===== src/hdl/alu_bit_map.svh =====
// Offsets, field positions, reset values and timing counts for the ALU block
`ifndef ALU_BIT_MAP_SVH
`define ALU_BIT_MAP_SVH

// ==========================================================================
// Register offsets (byte addresses on APB)
`define OFS_CTRL        12'h000
`define OFS_OPERAND     12'h004
`define OFS_ACC         12'h008
`define OFS_FLAGS       12'h00C
`define OFS_STATUS      12'h010
`define OFS_CFG         12'h014

// ==========================================================================
// Field positions
`define CTRL_GO_BIT     0
`define CTRL_OP_LSB     4
`define CTRL_OP_W       3
`define OPND_LIT_LSB    0
`define OPND_ADDR_LSB   8
`define OPND_BIT_LSB    16
`define OPND_DEST_BIT   20
`define FLAG_C_BIT      0
`define FLAG_HC_BIT     1
`define FLAG_Z_BIT      2
`define STAT_BUSY_BIT   0
`define STAT_SKIP_BIT   1
`define STAT_PSCLR_BIT  2
`define CFG_PSA_BIT     0

// ==========================================================================
// Reset values and special file addresses
`define ACC_RST         8'h00
`define FLAGS_RST       3'h0
`define TIMER_ADDR      7'h01
`define IO_LO_ADDR      7'h05
`define IO_HI_ADDR      7'h09

// ==========================================================================
// Timing counts (instruction cycles)
`define CYC_SINGLE      2'h1
`define CYC_DOUBLE      2'h2

`endif


===== src/hdl/alu_bit_pkg.sv =====
// Types shared by the ALU datapath block
package alu_bit_pkg;

  // ========================================================================
  // Supported operations
  typedef enum logic [2:0] {
    OP_ADD_LIT = 3'h0,
    OP_ADD_FILE = 3'h1,
    OP_AND_LIT = 3'h2,
    OP_AND_FILE = 3'h3,
    OP_BIT_CLR = 3'h4,
    OP_BIT_SET = 3'h5,
    OP_SKIP_ONE = 3'h6,
    OP_NOP = 3'h7
  } op_t;

  // Decoded instruction fields
  typedef struct packed {
    op_t        op;
    logic [7:0] lit;
    logic [6:0] addr;
    logic [2:0] bsel;
    logic       dest;
  } instr_t;

  // Flags: zero, half carry, carry
  typedef struct packed {
    logic z;
    logic hc;
    logic c;
  } flags_t;

  // File register port
  typedef struct packed {
    logic       we;
    logic [6:0] addr;
    logic [7:0] data;
  } file_wr_t;

endpackage


===== src/hdl/alu_bit_adder.sv =====
// Eight-bit adder with nibble carry, and bitwise AND
`timescale 1ns/1ps
module alu_bit_adder (
  // Operands
  input  wire logic [7:0] a,
  input  wire logic [7:0] b,
  // Results
  output logic      [7:0] sum,
  output logic      [7:0] conj,
  output logic            c_out,
  output logic            hc_out
);
  logic [4:0] lo;
  logic [4:0] hi;

  // Split at bit 3 so the half carry falls out directly
  always_comb begin
    lo     = {1'b0, a[3:0]} + {1'b0, b[3:0]};
    hi     = {1'b0, a[7:4]} + {1'b0, b[7:4]} + {4'h0, lo[4]};
    sum    = {hi[3:0], lo[3:0]};
    hc_out = lo[4];
    c_out  = hi[4];
    conj   = a & b;
  end
endmodule


===== src/hdl/alu_bit_file.sv =====
// File register store: 128 bytes, I/O addresses read from pins
`timescale 1ns/1ps
`include "alu_bit_map.svh"
module alu_bit_file
  import alu_bit_pkg::*;
(
  // Clock and reset
  input  wire logic              pclk,
  input  wire logic              presetn,
  input  wire logic              ce,
  // Write and read
  input  wire alu_bit_pkg::file_wr_t wr,
  input  wire logic [6:0]        raddr,
  output logic      [7:0]        rdata,
  // Port pins
  input  wire logic [31:0]       pins_in
);
  import alu_bit_pkg::*;

  logic [7:0] mem [128];
  logic       is_io;

  // Flip-flop storage, cleared at reset
  always_ff @(posedge pclk or negedge presetn) begin
    if (!presetn) begin
      for (int i = 0; i < 128; i++) mem[i] <= 8'h00;
    end else if (ce && wr.we) begin
      mem[wr.addr] <= wr.data;
    end
  end

  // Reads of port addresses see the pins, not the latch
  always_comb begin
    is_io = (raddr >= `IO_LO_ADDR) && (raddr < `IO_HI_ADDR);
    if (is_io) begin
      rdata = pins_in[8*(raddr - `IO_LO_ADDR) +: 8];
    end else begin
      rdata = mem[raddr];
    end
  end
endmodule


===== src/hdl/alu_bit_core.sv =====
// Top: APB-driven arithmetic, logic and bit operation datapath
//
// The implementer's own choices: the APB slave port and the address map.
`timescale 1ns/1ps
`include "alu_bit_map.svh"
// Behaviour
// - A read-modify-write of a port register uses the pin levels, not the latch.
// - Writing the timer count register clears the prescaler when assigned to the timer.
// - An op that changes the program counter or takes its skip lasts two cycles, the second a no-op.
// - Add literal adds an 8-bit immediate to the accumulator, stores it there and sets C, HC, Z.
// - Bit clear forces the selected bit of the file register to zero, flags untouched.
// - Bit set forces the selected bit of the file register to one, flags untouched.
// - Add file adds accumulator and file register, sets C, HC, Z, stores by destination bit.
// - And file ANDs accumulator and file register, sets Z only, stores by destination bit.
// - And literal ANDs accumulator with an immediate into the accumulator, sets Z only.
// - Skip if bit one discards the next op when the bit is one, taking two cycles, no flags.
module alu_bit_core
  import alu_bit_pkg::*;
(
  // Clock, reset, enable
  input  wire logic        pclk,
  input  wire logic        presetn,
  input  wire logic        ce,
  // APB slave
  input  wire logic        psel,
  input  wire logic        penable,
  input  wire logic        pwrite,
  input  wire logic [11:0] paddr,
  input  wire logic [31:0] pwdata,
  output logic      [31:0] prdata,
  output logic             pready,
  output logic             pslverr,
  // Port pins and timer hooks
  input  wire logic [31:0] pins_in,
  output logic             prescaler_clr,
  output logic             skip_next
);
  import alu_bit_pkg::*;

  // ========================================================================
  // State
  // Idle, execute, and the inserted no-op of a taken skip
  typedef enum logic [1:0] {ST_IDLE, ST_EXEC, ST_NOP} exec_state_t;

  exec_state_t state_r;
  instr_t      instr_r;
  logic [7:0]  acc_r;
  flags_t      flags_r;
  logic        psa_r;
  logic        skip_r;
  logic        psclr_r;
  file_wr_t    fwr;
  logic [7:0]  fdata;
  logic [7:0]  opnd_b;
  logic [7:0]  sum;
  logic [7:0]  conj;
  logic        c_out;
  logic        hc_out;
  logic [7:0]  res;
  logic        res_to_file;
  logic        skip_take;
  logic        wr_acc;
  logic        upd_arith;
  logic        upd_z;
  logic        acc_wr;
  logic        go;
  logic [31:0] rd_nxt;
  logic        err_nxt;
  logic [1:0]  cyc_need;
  logic        tmr_hit;

  // ========================================================================
  // Submodules
  // File store; port addresses answer with the pin levels
  alu_bit_file u_file (
    .pclk    (pclk),
    .presetn (presetn),
    .ce      (ce),
    .wr      (fwr),
    .raddr   (instr_r.addr),
    .rdata   (fdata),
    .pins_in (pins_in)
  );

  // One adder also gives the AND, so both paths share one operand mux
  alu_bit_adder u_add (
    .a      (acc_r),
    .b      (opnd_b),
    .sum    (sum),
    .conj   (conj),
    .c_out  (c_out),
    .hc_out (hc_out)
  );

  // ========================================================================
  // APB decode; access completes in the access phase, no wait states
  // Writes are taken only at the access edge; setup alone changes nothing
  assign acc_wr = psel && penable && pwrite && pready;
  assign go     = acc_wr && (paddr == `OFS_CTRL) && pwdata[`CTRL_GO_BIT] && state_r == ST_IDLE;

  // Ready is a flop: low in setup, high in the access phase
  // ce low freezes it; frozen low at the setup edge it never rises, as the access phase then loads zero
  always_ff @(posedge pclk or negedge presetn) begin
    if (!presetn) begin
      pready <= 1'b0;
    end else if (ce) begin
      pready <= psel && !penable;
    end
  end

  // ========================================================================
  // Register reads
  // Read mux; any address outside the map answers with an error
  // and reads as zero
  always_comb begin
    rd_nxt  = 32'h0000_0000;
    err_nxt = 1'b0;
    unique case (paddr)
      `OFS_CTRL:    rd_nxt = {28'h0000000, 1'b0, instr_r.op};
      `OFS_OPERAND: rd_nxt = {11'h000, instr_r.dest, 1'b0, instr_r.bsel,
                              1'b0, instr_r.addr, instr_r.lit};
      `OFS_ACC:     rd_nxt = {24'h000000, acc_r};
      `OFS_FLAGS:   rd_nxt = {29'h00000000, flags_r};
      `OFS_STATUS:  rd_nxt = {29'h00000000, psclr_r, skip_r, state_r != ST_IDLE};
      `OFS_CFG:     rd_nxt = {31'h00000000, psa_r};
      default:      err_nxt = 1'b1;
    endcase
  end

  // Read data registered on the setup cycle; zero outside the access phase
  // keeps stale register contents off the bus
  always_ff @(posedge pclk or negedge presetn) begin
    if (!presetn) begin
      prdata <= 32'h0000_0000;
    end else if (ce) begin
      prdata <= (psel && !penable && !pwrite) ? rd_nxt : 32'h0000_0000;
    end
  end

  // Error flag rises with pready for an unmapped address
  always_ff @(posedge pclk or negedge presetn) begin
    if (!presetn) begin
      pslverr <= 1'b0;
    end else if (ce) begin
      pslverr <= psel && !penable && err_nxt;
    end
  end

  // ========================================================================
  // Register writes
  // Operation and operand fields; held while busy so a running op never
  // sees its operands change under it
  always_ff @(posedge pclk or negedge presetn) begin
    if (!presetn) begin
      instr_r <= '{op: OP_NOP, lit: 8'h00, addr: 7'h00, bsel: 3'h0, dest: 1'b0};
    end else if (ce && acc_wr && state_r == ST_IDLE) begin
      if (paddr == `OFS_CTRL) begin
        instr_r.op <= op_t'(pwdata[`CTRL_OP_LSB +: `CTRL_OP_W]);
      end
      if (paddr == `OFS_OPERAND) begin
        instr_r.lit  <= pwdata[`OPND_LIT_LSB +: 8];
        instr_r.addr <= pwdata[`OPND_ADDR_LSB +: 7];
        instr_r.bsel <= pwdata[`OPND_BIT_LSB +: 3];
        instr_r.dest <= pwdata[`OPND_DEST_BIT];
      end
    end
  end

  // Prescaler assignment; a change while busy would race the timer check
  always_ff @(posedge pclk or negedge presetn) begin
    if (!presetn) begin
      psa_r <= 1'b0;
    end else if (ce && acc_wr && state_r == ST_IDLE && paddr == `OFS_CFG) begin
      psa_r <= pwdata[`CFG_PSA_BIT];
    end
  end

  // ========================================================================
  // Execute datapath
  always_comb begin
    opnd_b      = instr_r.lit;
    res         = acc_r;
    res_to_file = 1'b0;
    wr_acc      = 1'b0;
    upd_arith   = 1'b0;
    upd_z       = 1'b0;
    skip_take   = 1'b0;
    unique case (instr_r.op)
      OP_ADD_LIT: begin
        res       = sum;
        wr_acc    = 1'b1;
        upd_arith = 1'b1;
      end
      OP_ADD_FILE: begin
        opnd_b      = fdata;
        res         = sum;
        upd_arith   = 1'b1;
        res_to_file = instr_r.dest;
        wr_acc      = !instr_r.dest;
      end
      OP_AND_LIT: begin
        res    = conj;
        wr_acc = 1'b1;
        upd_z  = 1'b1;
      end
      OP_AND_FILE: begin
        opnd_b      = fdata;
        res         = conj;
        upd_z       = 1'b1;
        res_to_file = instr_r.dest;
        wr_acc      = !instr_r.dest;
      end
      // Port addresses read the pins here, so a bit op rewrites pin levels
      OP_BIT_CLR: begin
        res         = fdata & ~(8'h01 << instr_r.bsel);
        res_to_file = 1'b1;
      end
      OP_BIT_SET: begin
        res         = fdata | (8'h01 << instr_r.bsel);
        res_to_file = 1'b1;
      end
      OP_SKIP_ONE: skip_take = fdata[instr_r.bsel];
      OP_NOP: ;
    endcase
    fwr.we   = (state_r == ST_EXEC) && res_to_file;
    fwr.addr = instr_r.addr;
    fwr.data = res;
    // Timer count written while the prescaler belongs to the timer
    tmr_hit  = fwr.we && (fwr.addr == `TIMER_ADDR) && psa_r;
    // A taken skip costs a second, empty cycle
    cyc_need = skip_take ? `CYC_DOUBLE : `CYC_SINGLE;
  end

  // Sequencer: one cycle per op, a second no-op cycle when the skip is taken
  always_ff @(posedge pclk or negedge presetn) begin
    if (!presetn) begin
      state_r <= ST_IDLE;
    end else if (ce) begin
      unique case (state_r)
        // A go while busy is dropped; software polls busy first
        ST_IDLE: if (go) state_r <= ST_EXEC;
        // The no-op cycle stands in for the discarded next instruction
        ST_EXEC: state_r <= (cyc_need == `CYC_DOUBLE) ? ST_NOP : ST_IDLE;
        ST_NOP:  state_r <= ST_IDLE;
      endcase
    end
  end

  // ========================================================================
  // Results
  // Accumulator lands at the end of the execute cycle, ready for the next op
  always_ff @(posedge pclk or negedge presetn) begin
    if (!presetn) begin
      acc_r <= `ACC_RST;
    end else if (ce && state_r == ST_EXEC && wr_acc) begin
      acc_r <= res;
    end
  end

  // Flags update in the same cycle; bit ops and the skip leave them alone
  always_ff @(posedge pclk or negedge presetn) begin
    if (!presetn) begin
      flags_r <= `FLAGS_RST;
    end else if (ce && state_r == ST_EXEC) begin
      if (upd_arith) begin
        flags_r.c  <= c_out;
        flags_r.hc <= hc_out;
      end
      if (upd_arith || upd_z) begin
        flags_r.z <= (res == 8'h00);
      end
    end
  end

  // ========================================================================
  // Hooks and status
  // Skip pulse for the fetch side; one cycle, in the no-op cycle
  always_ff @(posedge pclk or negedge presetn) begin
    if (!presetn) begin
      skip_next <= 1'b0;
    end else if (ce) begin
      skip_next <= (state_r == ST_EXEC) && skip_take;
    end
  end

  // Prescaler clear is a one-cycle pulse; a level would hold the
  // prescaler in reset for as long as the op stayed visible
  always_ff @(posedge pclk or negedge presetn) begin
    if (!presetn) begin
      prescaler_clr <= 1'b0;
    end else if (ce) begin
      prescaler_clr <= (state_r == ST_EXEC) && tmr_hit;
    end
  end

  // Status markers of the last executed op, kept until the next one
  always_ff @(posedge pclk or negedge presetn) begin
    if (!presetn) begin
      skip_r  <= 1'b0;
      psclr_r <= 1'b0;
    end else if (ce && state_r == ST_EXEC) begin
      skip_r  <= skip_take;
      psclr_r <= tmr_hit;
    end
  end
endmodule


===== config.mk =====
export PLATFORM = sky130hd
export DESIGN_NAME = alu_bit_core
export DESIGN_NICKNAME = d
export VERILOG_FILES = /design/src/hdl/alu_bit_pkg.sv /design/src/hdl/alu_bit_adder.sv /design/src/hdl/alu_bit_file.sv /design/src/hdl/alu_bit_core.sv
export VERILOG_INCLUDE_DIRS = /design/src /design/src/hdl
export SDC_FILE = /design/constraint.sdc
export NUM_CORES = 2
export LEC_CHECK = 0
export BUFFER_PORTS_ARGS = -buffer_cell sky130_fd_sc_hd__buf_2
export CELL_PAD_IN_SITES_DETAIL_PLACEMENT = 0
export CELL_PAD_IN_SITES_GLOBAL_PLACEMENT = 2
export CORE_MARGIN = 10
export CORE_UTILIZATION = 48
export DETAILED_ROUTE_END_ITERATION = 8
export PLACE_DENSITY_LB_ADDON = 0.2
export SLEW_MARGIN = 40
export SYNTH_ARGS = -nofsm -noshare
export SYNTH_HDL_FRONTEND = slang
export SYNTH_SLANG_ARGS = --single-unit

===== constraint.sdc =====
create_clock -name pclk -period 18.14 [get_ports pclk]
set_input_delay 1.814 -clock pclk [delete_from_list [all_inputs] [get_ports pclk]]
set_output_delay 1.814 -clock pclk [all_outputs]
set_load 0.01 [all_outputs]

==> results.yml <==
floorplanning:
  dieWidth_um: 348
  ios: 118
  fp.dieArea_um2: 121000
  core_um2: 107000
  die_h_um: 348
  start_util_pct: 48.3
  rows: 120
sta:
  rsz0062_at_grt: "no"
  setup_tns_ns: 0
  min_period_ns: 9.35
  hold_violations: 0
  setup_viol: 0
  maxSlewHeadroom_pct: 39.7
  setup_ws_ns: 8.79
  max_freq_ghz: 0.107
  fin_crit_sh_pct: 51.5
  finalClockSkew_ns: 0.0340
  slew_violations: 0
  worst_slew_pin_slew_ns: 0.904
setup_path:
  worstPathRequired_ns: 18.78
  arrival_ns: 9.99
  max_stage_delay_ns: 0.79
  worst_path_max_delay_cell: "dfrtp_4"
  worstSetupStartpointType: "flip-flop"
  critical_path_class: "flip-flop to flip-flop"
  crit_top_cell: "buf_4"
  cp-end-kind: "flip-flop"
  path_max_fanout: 73
placement:
  pre_cts_ws_ns: 8.79
  portBuffers: 91
  dp.final_hpwl_mm: 106
  place_area_um2: 53600
  routabilityCongestion: 0.836
cells_and_area:
  fin_area_um2: 57700
  fin_util_pct: 54.0
  area_growth_pct: 11.8
  drive_gt1_share_pct: 41.8
  finalNetCount: 4210
logic_synthesis:
  synthTopCellsByCount: "1,082 x dfrtp_1, 899 x mux2_2, 444 x nor2_1, 196 x a21oi_2, 133 x clkbuf_1"
  ys_types: 88
  synth.most_common_cell: "dfrtp_1"
  synth_area_leader_cell: "dfrtp_1"
  postSynthCellCount: 4061
  synth_warnings: 0
  synth_ff_type: "dfrtp_1"
  avgSynthCellArea_um2: 12.7
  syn-cell-area_um2: 51600
  synth_top_cell_area_share_pct: 52.4
  synthTopCellsByArea: "dfrtp_1 52%, mux2_2 20%, mux4_2 4.0%"
  synth-edff-count: 0
  async_flop_share_pct: 100
  synth-seq-cells: 1085
  ys_seq_area_share_pct: 52.6
hold_path:
  hold_path_class: "flip-flop to flip-flop"
global_route:
  grt_pass1_vias: 34800
  antenna_found_initial: 5
  overflow: 0
  grt_pass1_wl_mm: 248
  track_usage_pct: 27.3
  grt_max_degree: 152
clock_network:
  postCtsResizedCells: 0
  htree_levels: 3
  cts_made_buffers: 119
  cts_buffer_depth: 3
  cts_tree: "done"
  clkTransAtPathRegs_ns: 0.06
  cts_root_buf: "clkbuf_16"
  numClockSinks: 1085
  cts_hold_buf: 0
  postCtsSetupRepairBufs: 0
  clk_latency_ns: 0.72
flow_run:
  max_cap_viol_count: 0
pwr:
  power_density_nw_per_um2: 88.3
  ir_worst_vdd_v: 0.0000839
  p_leak_uw: 0.0263
  power_uw: 5090
detailed_routing:
  drt_pass1_iterations: 7
  drc: 0
  wl_per_cell_um: 29.7
  viasPerCell: 6.15
  drt-initial-drc-count: 2872
  wirelength_mm: 167
  antenna_left: 0
  vias: 34600
status:
  status: "finished clean"
-- per-layer routing --
metal | track usage, % | wire [um] | share of wire (%)
met4 | 9.69 | 6010 | 3.6
met2 | 41.9 | 75000 | 45
met5 | 0 | 27 | 0.016
met1 | 38.9 | 75400 | 45
met3 | 4.59 | 10600 | 6.4
-- critical path, delay by kind of cell (launching register included) --
| kind | cells | cell delay, ns |
|---|---|---|
| buffers and inverters | 7 | 3.25 |
| adder cells (fa/ha/maj) | 3 | 0.86 |
| flip-flops | 1 | 0.79 |
| multiplexers | 2 | 0.51 |
| AND/OR/NAND/NOR | 1 | 0.76 |
| XOR/XNOR | 1 | 0.14 |
| AO/OA/AOI/OAI | 11 | 2.73 |
-- per-stage QoR --
| stage | hold WS (ns) | instances |
|---|---|---|
| after floorplan | 0.444 | 4073 |
| after global placement | 0.458 | 5386 |
| after detailed placement | 0.469 | 5393 |
| after CTS | 0.482 | 5616 |
| after global routing | 0.496 | 5618 |
| final | 0.478 | 5619 |
-- area by class of cell --
cell class                 instances  area, um^2
fill                            9358       49200
sequential                      1085       27200
multi-input combinational       2653       23000
clock buffer                     191        3660
tap                             1403        1760
timing repair buffer             222        1660
clock inverter                    32         358
inverter                          32         121
antenna                            1        2.50
-- power breakdown --
group | switching [uW] | internal [uW] | leakage [uW]
registers | 4.68 | 2430 | 0.0151
clock network | 1010 | 1470 | 0.00200
logic | 147 | 38.7 | 0.00917
-- cells by family after synthesis --
family          count (synthesis)  share of synthesized area, %
flops                        1085                          52.6
other cells                     1                       0.00726
simple gates                  725                          6.02
fa+ha+maj                      15                         0.407
compound gates                801                          11.6
xor+xnor                        4                        0.0679
buf+inv                       335                          3.72
mux                          1095                          25.6
-- state kept, by name, indices dropped and copies added (netlist names) --
register / count
acc_r: 8
psa_r: 1
pready: 1
pslverr: 1
prdata: 19
skip_next: 1
state_r: 2
prescaler_clr: 1
skip_r: 1
instr_r: 15
psclr_r: 1
fwr: 7
flags_r: 3
u_file.mem: 1024
-- placed cells by master, fill, tap and decap left out, types with 18 or more instances in the layout --
master / instances
nor2_2: 108
a21oi_1: 100
clkbuf_8: 36
a211oi_1: 22
o22a_1: 18
nand3_1: 22
clkinv_2: 22
buf_4: 105
mux2_2: 899
o221ai_1: 68
a21oi_2: 195
a22oi_1: 30
mux2i_1: 103
mux4_2: 91
clkbuf_16: 122
dfrtp_1: 1079
o21ai_0: 78
nor2b_1: 18
o22ai_1: 106
nand2_1: 131
buf_2: 90
nor2_1: 335
inv_1: 26
clkbuf_1: 34
-- path summary, 6_finish.rpt --
kind,start,slack [ns],cells past startpoint,endpoint
max,fwr[8]$_DFFE_PN0P_,8.79,25,u_file.mem[1007]$_DFFE_PN0P_
min,prdata[1]$_DFFE_PN0P_,0.48,1,prdata[1]$_DFFE_PN0P_
max reg2reg,fwr[8]$_DFFE_PN0P_,8.79,25,u_file.mem[1007]$_DFFE_PN0P_
min reg2reg,prdata[1]$_DFFE_PN0P_,0.48,1,prdata[1]$_DFFE_PN0P_
max in group asynchronous,presetn,14.80,4,u_file.mem[790]$_DFFE_PN0P_
min in group asynchronous,presetn,1.01,1,u_file.mem[437]$_DFFE_PN0P_
Power figures use the tool's default switching activity.
